[config.mk]
export PLATFORM = sky130hd
export DESIGN_NAME = brag_top
export DESIGN_NICKNAME = d
export VERILOG_FILES = /design/src/rtl/brag_pkg.sv /design/src/rtl/brag_rev_add.sv /design/src/rtl/brag_top.sv
export SDC_FILE = /design/constraint.sdc
export NUM_CORES = 1
export LEC_CHECK = 0
export ABC_AREA = 1
export BUFFER_PORTS_ARGS = -buffer_cell sky130_fd_sc_hd__buf_2
export CAP_MARGIN = 15
export CORE_AREA = 2 2 170 206
export CTS_CLUSTER_DIAMETER = 100
export DETAILED_ROUTE_END_ITERATION = 7
export DIE_AREA = 0 0 172 208
export PLACE_DENSITY = 0.86
export SYNTH_ARGS = -nofsm -noshare
export SYNTH_HDL_FRONTEND = slang
export SYNTH_SLANG_ARGS = --single-unit
export TNS_END_PERCENT = 30
[constraint.sdc]
create_clock -name REF_CLK_I -period 14.2 [get_ports REF_CLK_I]
set_input_delay 3.55 -clock REF_CLK_I [delete_from_list [all_inputs] [get_ports REF_CLK_I]]
set_output_delay 3.55 -clock REF_CLK_I [all_outputs]
set_load 0.005 [all_outputs]
[src/rtl/brag_pkg.sv]
// Package of constants for the bit-reversed address generator
// Summary of operation
// - Index added with carries flowing downward
// - Reversal index spans 24 bits, max 00ffffff
// - Reversal offered on processor and DMA paths
// - Separate DMA read and write reversal enables
// - DMA source/destination index sets reversal span
// - Reversed reads work with unified autoinitialization
package brag_pkg;
    // ------------------------------------------------------------
    // Widths and reset values
    // ------------------------------------------------------------
    localparam int ADDR_W = 32;
    localparam int INDEX_W = 24;
    localparam logic [INDEX_W-1:0] INDEX_MAX = 24'hffffff;
    localparam logic [ADDR_W-1:0] POINTER_RESET = 32'h00000000;
    localparam logic [INDEX_W-1:0] INDEX_RESET = 24'h000000;
endpackage : brag_pkg

[src/rtl/brag_rev_add.sv]
// Reverse-carry adder over the low index span of an address
`timescale 1ns/1ns
module brag_rev_add
    import brag_pkg::*;
(
    input wire logic [ADDR_W-1:0] base_i,
    input wire logic [INDEX_W-1:0] index_i,
    output logic [ADDR_W-1:0] sum_o
);
    // ------------------------------------------------------------
    // Carry runs from bit 23 toward bit 0; upper bits pass through
    // ------------------------------------------------------------
    always_comb begin
        logic carry;
        carry = 1'b0;
        sum_o = base_i;
        for (int i = INDEX_W - 1; i >= 0; i--) begin
            sum_o[i] = base_i[i] ^ index_i[i] ^ carry;
            carry = (base_i[i] & index_i[i]) | (carry & (base_i[i] ^ index_i[i]));
        end
    end
endmodule : brag_rev_add

[src/rtl/brag_top.sv]
// Bit-reversed address generator for processor and DMA paths
`timescale 1ns/1ns
module brag_top
    import brag_pkg::*;
(
    input wire logic REF_CLK_I,
    input wire logic RST_I,
    // Processor pointer path
    input wire logic CPU_LOAD_I,
    input wire logic [ADDR_W-1:0] CPU_LOAD_VALUE_I,
    input wire logic [INDEX_W-1:0] REVERSAL_INDEX_I,
    input wire logic CPU_STEP_I,
    input wire logic CPU_REVERSE_I,
    output logic [ADDR_W-1:0] DATA_POINTER_O,
    output logic CPU_ACCESS_VALID_O,
    output logic [ADDR_W-1:0] CPU_ACCESS_ADDR_O,
    // DMA path
    input wire logic DMA_START_I,
    input wire logic [ADDR_W-1:0] DMA_SRC_ADDR_I,
    input wire logic [ADDR_W-1:0] DMA_DST_ADDR_I,
    input wire logic [INDEX_W-1:0] DMA_SRC_INDEX_I,
    input wire logic [INDEX_W-1:0] DMA_DST_INDEX_I,
    input wire logic DMA_REVERSE_READ_ENABLE_I,
    input wire logic DMA_REVERSE_WRITE_ENABLE_I,
    input wire logic DMA_AUTOINIT_I,
    input wire logic DMA_STEP_I,
    output logic [ADDR_W-1:0] DMA_SRC_ADDR_O,
    output logic [ADDR_W-1:0] DMA_DST_ADDR_O,
    output logic DMA_ACCESS_VALID_O,
    output logic [ADDR_W-1:0] DMA_RD_ADDR_O,
    output logic [ADDR_W-1:0] DMA_WR_ADDR_O
);
    // ------------------------------------------------------------
    // Reverse-carry sums for each pointer
    // ------------------------------------------------------------
    logic [ADDR_W-1:0] cpu_rev_sum;
    logic [ADDR_W-1:0] src_rev_sum;
    logic [ADDR_W-1:0] dst_rev_sum;
    logic [ADDR_W-1:0] next_src;
    logic [ADDR_W-1:0] next_dst;
    logic [ADDR_W-1:0] src_start;
    logic [ADDR_W-1:0] dst_start;
    logic [INDEX_W-1:0] src_index;
    logic [INDEX_W-1:0] dst_index;
    logic rd_rev;
    logic wr_rev;

    function automatic logic [ADDR_W-1:0] lin_add(input logic [ADDR_W-1:0] a,
                                                  input logic [INDEX_W-1:0] b);
        lin_add = a + {{(ADDR_W-INDEX_W){1'b0}}, b};
    endfunction : lin_add

    brag_rev_add u_cpu_add (
        .base_i(DATA_POINTER_O),
        .index_i(REVERSAL_INDEX_I),
        .sum_o(cpu_rev_sum)
    );
    brag_rev_add u_src_add (
        .base_i(DMA_SRC_ADDR_O),
        .index_i(src_index),
        .sum_o(src_rev_sum)
    );
    brag_rev_add u_dst_add (
        .base_i(DMA_DST_ADDR_O),
        .index_i(dst_index),
        .sum_o(dst_rev_sum)
    );

    // ------------------------------------------------------------
    // Processor pointer, post-modify
    // ------------------------------------------------------------
    always_ff @(posedge REF_CLK_I or posedge RST_I) begin
        if (RST_I) begin
            DATA_POINTER_O <= POINTER_RESET;
        end else if (CPU_LOAD_I) begin
            DATA_POINTER_O <= CPU_LOAD_VALUE_I;
        end else if (CPU_STEP_I) begin
            // Access already used the old value; write back the sum
            DATA_POINTER_O <= CPU_REVERSE_I ? cpu_rev_sum :
                lin_add(DATA_POINTER_O, REVERSAL_INDEX_I);
        end
    end

    always_ff @(posedge REF_CLK_I or posedge RST_I) begin
        if (RST_I) begin
            CPU_ACCESS_VALID_O <= 1'b0;
            CPU_ACCESS_ADDR_O <= POINTER_RESET;
        end else begin
            CPU_ACCESS_VALID_O <= CPU_STEP_I & ~CPU_LOAD_I;
            CPU_ACCESS_ADDR_O <= DATA_POINTER_O;
        end
    end

    // ------------------------------------------------------------
    // DMA control word and start values kept for autoinit
    // ------------------------------------------------------------
    always_ff @(posedge REF_CLK_I or posedge RST_I) begin
        if (RST_I) begin
            rd_rev <= 1'b0;
            wr_rev <= 1'b0;
            src_index <= INDEX_RESET;
            dst_index <= INDEX_RESET;
            src_start <= POINTER_RESET;
            dst_start <= POINTER_RESET;
        end else if (DMA_START_I) begin
            rd_rev <= DMA_REVERSE_READ_ENABLE_I;
            wr_rev <= DMA_REVERSE_WRITE_ENABLE_I;
            src_index <= DMA_SRC_INDEX_I;
            dst_index <= DMA_DST_INDEX_I;
            src_start <= DMA_SRC_ADDR_I;
            dst_start <= DMA_DST_ADDR_I;
        end
    end

    // Linear mode steps by the index too, so one index register serves both
    always_comb begin
        next_src = rd_rev ? src_rev_sum : lin_add(DMA_SRC_ADDR_O, src_index);
        next_dst = wr_rev ? dst_rev_sum : lin_add(DMA_DST_ADDR_O, dst_index);
    end

    // ------------------------------------------------------------
    // DMA address sequencing
    // ------------------------------------------------------------
    always_ff @(posedge REF_CLK_I or posedge RST_I) begin
        if (RST_I) begin
            DMA_SRC_ADDR_O <= POINTER_RESET;
            DMA_DST_ADDR_O <= POINTER_RESET;
        end else if (DMA_START_I) begin
            DMA_SRC_ADDR_O <= DMA_SRC_ADDR_I;
            DMA_DST_ADDR_O <= DMA_DST_ADDR_I;
        end else if (DMA_AUTOINIT_I) begin
            // Reload keeps the reversal enables, so reordering repeats
            DMA_SRC_ADDR_O <= src_start;
            DMA_DST_ADDR_O <= dst_start;
        end else if (DMA_STEP_I) begin
            DMA_SRC_ADDR_O <= next_src;
            DMA_DST_ADDR_O <= next_dst;
        end
    end

    always_ff @(posedge REF_CLK_I or posedge RST_I) begin
        if (RST_I) begin
            DMA_ACCESS_VALID_O <= 1'b0;
            DMA_RD_ADDR_O <= POINTER_RESET;
            DMA_WR_ADDR_O <= POINTER_RESET;
        end else begin
            DMA_ACCESS_VALID_O <= DMA_STEP_I & ~DMA_START_I & ~DMA_AUTOINIT_I;
            DMA_RD_ADDR_O <= DMA_SRC_ADDR_O;
            DMA_WR_ADDR_O <= DMA_DST_ADDR_O;
        end
    end

    // ------------------------------------------------------------
    // Checks
    // ------------------------------------------------------------
    property p_cpu_rev;
        @(posedge REF_CLK_I) disable iff (RST_I)
        (CPU_STEP_I && CPU_REVERSE_I && !CPU_LOAD_I) |=> DATA_POINTER_O == $past(cpu_rev_sum);
    endproperty
    a_cpu_rev: assert property (p_cpu_rev) else $error("Pointer missed reverse sum");

    property p_rev_top_bit;
        @(posedge REF_CLK_I) disable iff (RST_I)
        (CPU_STEP_I && CPU_REVERSE_I && !CPU_LOAD_I && REVERSAL_INDEX_I == 24'h800000
         && !DATA_POINTER_O[23])
        |=> DATA_POINTER_O[23] && DATA_POINTER_O[22:0] == $past(DATA_POINTER_O[22:0]);
    endproperty
    a_rev_top_bit: assert property (p_rev_top_bit) else $error("Top index bit wrong");

    property p_cpu_post;
        @(posedge REF_CLK_I) disable iff (RST_I)
        (CPU_STEP_I && !CPU_LOAD_I) |=> CPU_ACCESS_VALID_O && CPU_ACCESS_ADDR_O == $past(DATA_POINTER_O);
    endproperty
    a_cpu_post: assert property (p_cpu_post) else $error("Access not at old pointer");

    property p_upper_keep;
        @(posedge REF_CLK_I) disable iff (RST_I)
        (CPU_STEP_I && CPU_REVERSE_I && !CPU_LOAD_I)
        |=> DATA_POINTER_O[31:24] == $past(DATA_POINTER_O[31:24]);
    endproperty
    a_upper_keep: assert property (p_upper_keep) else $error("Upper bits changed");

    property p_src_rev;
        @(posedge REF_CLK_I) disable iff (RST_I)
        (DMA_STEP_I && !DMA_START_I && !DMA_AUTOINIT_I && rd_rev) |=> DMA_SRC_ADDR_O == $past(src_rev_sum);
    endproperty
    a_src_rev: assert property (p_src_rev) else $error("Source not reversed");

    property p_dst_lin;
        @(posedge REF_CLK_I) disable iff (RST_I)
        (DMA_STEP_I && !DMA_START_I && !DMA_AUTOINIT_I && !wr_rev)
        |=> DMA_DST_ADDR_O == $past(DMA_DST_ADDR_O) + {8'h00, $past(dst_index)};
    endproperty
    a_dst_lin: assert property (p_dst_lin) else $error("Destination not linear");

    property p_enable_load;
        @(posedge REF_CLK_I) disable iff (RST_I)
        DMA_START_I |=> rd_rev == $past(DMA_REVERSE_READ_ENABLE_I) && wr_rev == $past(DMA_REVERSE_WRITE_ENABLE_I);
    endproperty
    a_enable_load: assert property (p_enable_load) else $error("Enables not captured");

    property p_autoinit;
        @(posedge REF_CLK_I) disable iff (RST_I)
        (DMA_AUTOINIT_I && !DMA_START_I) |=> DMA_SRC_ADDR_O == src_start && $stable(rd_rev);
    endproperty
    a_autoinit: assert property (p_autoinit) else $error("Autoinit lost reversal");
endmodule : brag_top

# After elaboration in Yosys (flattened, before gate mapping)
# Index checks and enable logic that the tools add are counted.
[classes]
reduce_logical = 5
mul = 0
n_shift = 0
bitwise = 348
eq_ne = 3
div = 0
mux = 11
addsub = 3
magnitude_cmp = 0
[ops]
columns = ["cell", "count"]
rows = [
  ["32-bit 2-to-1 mux", 11],
  ["1-bit bitwise XOR", 141],
  ["1-bit AND", 138],
  ["32-bit by 24-bit adder with 32-bit output", 3],
  ["1-bit OR", 66],
  ["3-bit != test (second input constant)", 2],
  ["2-bit AND reduction", 3],
  ["1-bit inverter", 3],
  ["3-bit nonzero test", 1],
  ["2-bit != test (second input constant)", 1],
  ["2-bit nonzero test", 1],
]
[totals]
n_memories = 0
output_inout_bits = 194
reg_bits = 308
wordCells = 387
rom_bits = 0
mem_bits_rw = 0
inputBits = 178
latch_bits = 0

# Depth between registers and ports, before layout
# Gate-level depths: netlist of run 1.
[logic_depth]
word_depth = 50
mapped_depth = 29
mapped_depth_nobuf = 29

# By module
# A second synthesis of run 1 with hierarchy kept.
[unflattened]
cells_unflattened = 2715
hier_area_um2 = 19916.6
[by_module_without_submodules]
columns = ["module", "area_per_inst_um2", "seq_area_each_um2", "cells_per_inst", "n_inst"]
rows = [
  ["brag_top", 18203.7, 7707.4, 2578, 1],
  ["brag_rev_add at u_dst_add ...", 571.8, 0.0, 46, 2],
  ["brag_rev_add at u_cpu_add", 569.3, 0.0, 45, 1],
]

# Worst setup path before layout of run 1
# No wires, ideal clock.
[synth_path]
kind = "input port to flip-flop"
from = "in REVERSAL_INDEX_I[23]"
to = "reg DATA_POINTER_O[1]"
slack_ns = 1.796
setup_ns = 0.138
arrival_time_ns = 12.266
t_required_ns = 14.062
cell_stages = 27
n_path_buf = 0
cell_sequence = "ha_1 -> inv_1 -> fa_1 -> inv_1 -> fa_1 -> fa_1 -> fa_1 -> fa_1 -> fa_1 -> fa_1 -> fa_1 -> fa_1 -> fa_1 -> fa_1 -> fa_1 -> fa_1 -> fa_1 -> fa_1 -> fa_1 -> fa_1 -> fa_1 -> fa_1 -> fa_1 -> fa_1 -> fa_1 -> o211ai_1 -> a22oi_1"
[synth_via]
elab_chain_cells = 47
[synth_lines]
columns = ["element", "line_no", "source"]
rows = [
  ["start: declaration", "brag_top.sv:11", "input wire logic [INDEX_W-1:0] REVERSAL_INDEX_I,"],
  ["1-bit AND (2 in a row)", "brag_rev_add.sv:19", "carry = (base_i[i] & index_i[i]) | (carry & (base_i[i] ^ index_i[i]));"],
  ["1-bit OR", "brag_rev_add.sv:19", ""],
  ["1-bit AND", "brag_rev_add.sv:19", ""],
  ["1-bit OR", "brag_rev_add.sv:19", ""],
  ["1-bit AND", "brag_rev_add.sv:19", ""],
  ["1-bit OR", "brag_rev_add.sv:19", ""],
  ["1-bit AND", "brag_rev_add.sv:19", ""],
  ["1-bit OR", "brag_rev_add.sv:19", ""],
  ["[30 not listed]", "--", ""],
  ["1-bit AND", "brag_rev_add.sv:19", ""],
  ["1-bit OR", "brag_rev_add.sv:19", ""],
  ["1-bit AND", "brag_rev_add.sv:19", ""],
  ["1-bit OR", "brag_rev_add.sv:19", ""],
  ["1-bit bitwise XOR", "brag_rev_add.sv:18", "sum_o[i] = base_i[i] ^ index_i[i] ^ carry;"],
  ["32-bit 2-to-1 mux", "brag_top.sv:79", "DATA_POINTER_O <= CPU_REVERSE_I ? cpu_rev_sum :"],
  ["32-bit 2-to-1 mux", "brag_top.sv:77", "end else if (CPU_STEP_I) begin"],
  ["32-bit 2-to-1 mux", "brag_top.sv:75", "end else if (CPU_LOAD_I) begin"],
  ["end signal: assignment", "brag_top.sv:79", ""],
  ["end: declaration", "brag_top.sv:14", "output logic [ADDR_W-1:0] DATA_POINTER_O,"],
]
# Every way passes these cells. The select of a mux whose other input is x is not followed.
# A chain may end at the register's enable or synchronous reset.

# Final worst setup path of run 1
# Ends and elaborated chain as after synthesis.

==> flow_summary.toml, run 1 <==
[synth]
postSynthNetCount = 2854
synthTopCellsByArea = "dfrtp_1 (40%), nand2_1 (16%), fa_1 (7.2%)"
synth_area_sq_um = 19060
synth_area_per_cell_sq_um = 7.517
ys_warn_count = 0
yosysUniqueCellTypes = 45
netlist.area_leader.share_pct = 40.45
synth_top_family_by_area = "simple AND/OR/NAND/NOR gates"
synthMostInstantiatedCell = "nand2_1"
synth_ff_type = "dfrtp_1"
synthAdderAreaFrac_pct = 11.98
yosys-top-cells-count = "nand2_1 (820), nor2_1 (347), dfrtp_1 (308)"
synthMuxAreaShare_pct = 0
async_flop_share_pct = 100.0
synth_edf_count = 0
syn_inst = 2535
synth_xor_area_share_pct = 1.471
synth_top_cell_by_area = "dfrtp_1"
ys_seq_area_share_pct = 40.45
ys_ff_latch = 308
synth_compound_area_share_pct = 10.30
synth-simple-area-share_pct = 29.45

[sta]
holdWs_ns = 0.4194
skew_ns = 0.02932
finalCritPeriodShare_pct = 88.58
rsz0062_at_grt = "false"
final.min_clock_period_ns = 12.58
drv_slew = 0
slew_headroom_pct = 24.61
max_slew.worst_pin.slew_ns = 1.119
max_freq_mhz = 79.50
setup_viol = 0
fin_tns_setup_ns = 0
hold_viol = 0

[worst_setup_path]
r2r-end = "DMA_SRC_ADDR_O[1]"
rrSetupSlack_ns = 3.99
crit_required_ns = 14.60
worst-setup-path-type = "in -> reg"
critPathMaxFanout = 4
start_kind = "input pin"
timing.rr.start = "DMA_SRC_ADDR_O[23]"
end_kind = "register"
cp.arrival_ns = 12.98
r2r_cells = 29

[clock_network]
clkSinkCount = 308
cts_buffers = 34
cts_tree = "yes"
cts-root-buf = "clkbuf_16"
cts_buffer_depth = 3
cts_setup_buffers = 0
h-tree-depth = 2
hold_buffers = 0
cts_resized = 0
clk_latency_ns = 0.54
path_clk_slew_ns = 0.06

[die]
num_io_pins = 372
core-area_sq_um = 33700
die_y_um = 208
dieWidth_um = 172
row_count = 74
dieArea_sq_um = 35780
start_util_pct = 56.54

[route]
wl_per_cell_um = 19.85
drt-total-wl_um = 66860
vias = 18990
detail_route.vias_per_cell = 5.638
ant_nets = 0
first_iter_violations = 1375
dr.pass1.iters = 5
drc = 0

[power_and_ir_drop]
p_total_mw = 2.996
irDropWorstVdd_v = 0.0001066
p_per_area_nw_per_um2 = 133.5
leakage_nw = 11.97

[global_routing]
grt_usage_pct = 37.55
antenna_found_initial = 5
grt_pass1_vias = 19540
grt_max_degree = 94
grt_first_pass_wirelength_um = 102900
gr-total-overflow = 0

[placed_design]
dp.cells = 3308
place_congestion = 0.9882
numPortBuffers = 371
dpl.hpwl_um = 51460

[final_layout]
layout.nets = 3207
final_cell_count_no_fill = 3368
drive_gt1_share_pct = 16.32
syn_to_final_growth_pct = 17.77
fin_util_pct = 66.59

[worst_hold_path]
min_to = "CPU_ACCESS_ADDR_O[31]"
worstHoldStart = "DATA_POINTER_O[31]"
holdPathStages = 0
hp-class = "reg -> reg"

[run_status]
status = "complete, no violations"

[job]
maxCapViolCount = 0
-- registers in the layout (all words and copies together), names as in the netlist --
register	count
DATA_POINTER_O	32
rd_rev	1
CPU_ACCESS_ADDR_O	32
wr_rev	1
src_start	32
CPU_ACCESS_VALID_O	1
DMA_DST_ADDR_O	32
dst_index	24
DMA_WR_ADDR_O	32
dst_start	32
DMA_ACCESS_VALID_O	1
DMA_RD_ADDR_O	32
DMA_SRC_ADDR_O	32
src_index	24
-- how the worst max path moves through the flow --
stage | depth (start not counted) | startpoint | slack, ns | to
final | 28 | REVERSAL_INDEX_I[23] | 1.62 | DATA_POINTER_O[1]
after global routing | 28 | REVERSAL_INDEX_I[23] | 1.37 | DATA_POINTER_O[1]
after CTS | 28 | REVERSAL_INDEX_I[23] | 1.71 | DATA_POINTER_O[1]
after detailed placement | 28 | REVERSAL_INDEX_I[23] | 1.16 | DATA_POINTER_O[1]
after global placement | 28 | REVERSAL_INDEX_I[23] | 1.25 | DATA_POINTER_O[1]
after floorplan | 27 | REVERSAL_INDEX_I[23] | 1.80 | DATA_POINTER_O[1]
-- worst max-delay path: stages --
cell and delay, ns:
buf_2 0.10, ha_1 0.25, inv_1 0.09, fa_1 0.16, inv_1 0.05, fa_1 0.38, fa_1 0.40, fa_1 0.40
fa_1 0.42, fa_1 0.40, fa_1 0.39, fa_1 0.40, fa_1 0.40, fa_1 0.40, fa_1 0.41, fa_1 0.40
fa_1 0.42, fa_1 0.40, fa_1 0.42, fa_1 0.41, fa_1 0.41, fa_1 0.41, fa_1 0.40, fa_1 0.39
fa_1 0.39, fa_1 0.44, o211ai_1 0.18, a22oi_1 0.11
-- where the power goes --
group          internal [mW]  total (mW)  switching [mW]
clock network          0.537       0.915           0.378
logic                  0.354       0.969           0.615
registers              0.991        1.11           0.121
total                   1.88        3.00            1.11
-- placed cells by master, fill, tap and decap left out, types with 14 or more instances in the layout --
cell type    n
nand2_1    820
buf_2      370
nor2_1     347
dfrtp_1    308
inv_1      235
a21oi_1    143
nand3_1    142
o21ai_0    129
ha_1        72
fa_1        69
clkbuf_16   35
xor2_1      21
nand4_1     20
nor3_1      18
o211ai_1    17
nand3b_1    14
o21bai_1    14
buf_4       14
-- logic make-up (layout without fill, tap and decap cells) --
group	after synthesis	after routing
AND/OR/NAND/NOR	1390	1390
AO/OA/AOI/OAI	352	352
buffers and inverters	312	688
flip-flops	308	308
adder cells (fa/ha/maj)	141	141
XOR/XNOR	32	32
other	0	1
-- routing by layer --
layer  global-route usage [%]  part of all wire, %  vias up
met5                        0                0.064        -
met4                    27.99                  8.6        8
met3                    6.334                  6.5      264
met2                    66.35                   50      878
met1                    39.58                   35     9034
li1                         -                    -     8804
-- through the flow --
step	area, sq um	worst slack (ns)
2_1_floorplan	19060	1.796
3_3_place_gp	21310	1.247
3_5_place_dp	21310	1.161
4_1_cts	22440	1.710
5_1_grt	22440	1.365
6_report	22440	1.621
-- layout make-up --
class                   count  area [sq um]
diodes                      1         2.502
clock buffers              46         967.2
clock inverters            13         167.7
fillers                  2885         11260
inverters                 245         928.4
multi-input cells        1915         10140
flip-flops and latches    308          7707
well taps                 456         570.5
repair buffers            384          1957
(Power assumes the default switching activity.)
==> run 2: changes to the inputs <==
CORE_AREA = 2 2 182 219   (was 2 2 170 206)
DIE_AREA = 0 0 184 221   (was 0 0 172 208)
PLACE_DENSITY = 0.81   (was 0.86)
==> run 2 against run 1 <==
  * Die area grew 14%
  * Clock skew shrank 0.015 ns
  * Register-to-register slack gained 0.08 ns
  * Total power shrank 1.4%
  * Sequential share of layout area is essentially flat
  * Sequential power is essentially flat
  * Clock power shrank 1%
  * Worst setup slack gained 0.024 ns
  * Largest cell class unchanged
  * Largest power group unchanged
  * Highest routed layer unchanged
==> flow_summary.toml, run 2 (same netlist as run 1, synthesis figures left out) <==
[worst_setup_path]
end_kind = "register"
r2r_cells = 29
crit_required_ns = 14.60
worst-setup-path-type = "in -> reg"
slowest_stage = "fa_1"
critPathMaxFanout = 4
timing.rr.start = "DMA_SRC_ADDR_O[23]"
cp.arrival_ns = 12.96
path_common_cell = "fa_1"
setup.worst_path.start = "REVERSAL_INDEX_I[23]"
slowest_delay_ns = 0.43
start_kind = "input pin"

[sta]
max_slew.worst_pin.slew_ns = 1.135
final.min_clock_period_ns = 12.56
slew_headroom_pct = 24.21
drv_slew = 0
layout_setup_ws_ns = 1.645
finalCritPeriodShare_pct = 88.42
setup_viol = 0
max_freq_mhz = 79.65
fin_tns_setup_ns = 0
rsz0062_at_grt = "false"
hold_viol = 0
skew_ns = 0.01420

[clock_network]
cts_resized = 0
cts-root-buf = "clkbuf_16"
path_clk_slew_ns = 0.06
hold_buffers = 0
cts_setup_buffers = 0
clk_latency_ns = 0.54
cts_buffer_depth = 3
cts_buffers = 35
cts_tree = "yes"
h-tree-depth = 2
clkSinkCount = 308

[placed_design]
numPortBuffers = 371
place_congestion = 1.019
pre_cts_ws_ns = 1.210
dpl.hpwl_um = 47830

[die]
start_util_pct = 49.43
dieArea_sq_um = 40660
dieWidth_um = 184
num_io_pins = 372
row_count = 79
core-area_sq_um = 38550
die_y_um = 221

[power_and_ir_drop]
irDropWorstVdd_v = 0.0001035
p_total_mw = 2.956
leakage_nw = 11.95
p_per_area_nw_per_um2 = 131.6

[final_layout]
layout.nets = 3206
drive_gt1_share_pct = 16.39
fillers = 3524
layout_common_cells = "nand2_1 (820), buf_2 (370), nor2_1 (347), dfrtp_1 (308), inv_1 (235)"
multi_input_area_sq_um = 10140
final_common_cell = "nand2_1"
final-seq-area_sq_um = 7707
syn_to_final_growth_pct = 17.85

[worst_hold_path]
holdPathStages = 0
hp-class = "reg -> reg"
worstHoldStart = "DMA_SRC_ADDR_O[23]"

[run_status]
status = "complete, no violations"

[route]
wl_per_cell_um = 18.58
dr.pass1.iters = 5
detail_route.vias_per_cell = 5.449
vias = 18530
drt-total-wl_um = 63170
drc = 0
first_iter_violations = 1118
ant_nets = 0

[global_routing]
grt_usage_pct = 31.45
antenna_found_initial = 7
grt_max_degree = 95
grt_first_pass_wirelength_um = 100900
gr-total-overflow = 0
grt_pass1_vias = 18740

[job]
maxCapViolCount = 0
-- run 2: report_power, final --
group	switching, mW	total [mW]	internal (mW)
Clock	0.388	0.903	0.515
Combinational	0.588	0.939	0.351
Sequential	0.123	1.11	0.991
Total	1.10	2.96	1.86
-- run 2: worst max-delay path: cells and delay by family --
family	cells	cell delay [ns]
buffers and inverters	3	0.23
AOI/OAI and AO/OA	2	0.29
adders and majority gates	23	8.91
-- run 2: per-layer routing --
metal / share of wire (%) / wire length [um] / track usage (%)
met1: 40 / 25310 / 39.69
met4: 4.6 / 2892 / 13.26
met3: 6.4 / 4032 / 4.279
met5: 0.011 / 7 / 0
met2: 49 / 30930 / 54.05
-- run 2: final timing paths --
| check | end | slack, ns |
|---|---|---|
| hold / removal | DMA_RD_ADDR_O[23] | 0.44 |
| min in group asynchronous | CPU_ACCESS_ADDR_O[0] | 3.13 |
| max in group asynchronous | DMA_DST_ADDR_O[18] | 9.63 |
| hold reg to reg | DMA_RD_ADDR_O[23] | 0.44 |
| setup reg to reg | DMA_SRC_ADDR_O[1] | 4.07 |
| setup / recovery | DATA_POINTER_O[1] | 1.64 |
-- run 2: layout make-up --
type	count	share of cell area, %
multi-input cells	1915	45.16
flip-flops and latches	308	34.32
repair buffers	382	8.647
clock buffers	42	4.195
inverters	245	4.134
well taps	486	2.708
clock inverters	18	0.7856
diodes	4	0.04457
-- run 2: per-stage QoR --
| step | hold WS [ns] | cells | utilization (%) | instance area (sq um) |
|---|---|---|---|---|
| floorplan | 0.4146 | 2535 | - | 19060 |
| global placement | 0.4073 | 3336 | 55.33 | 21330 |
| detailed placement | 0.4243 | 3336 | 55.33 | 21330 |
| CTS | 0.4389 | 3396 | 58.23 | 22450 |
| global route | 0.4610 | 3399 | 58.25 | 22450 |
| finish | 0.4376 | 3400 | 58.25 | 22460 |
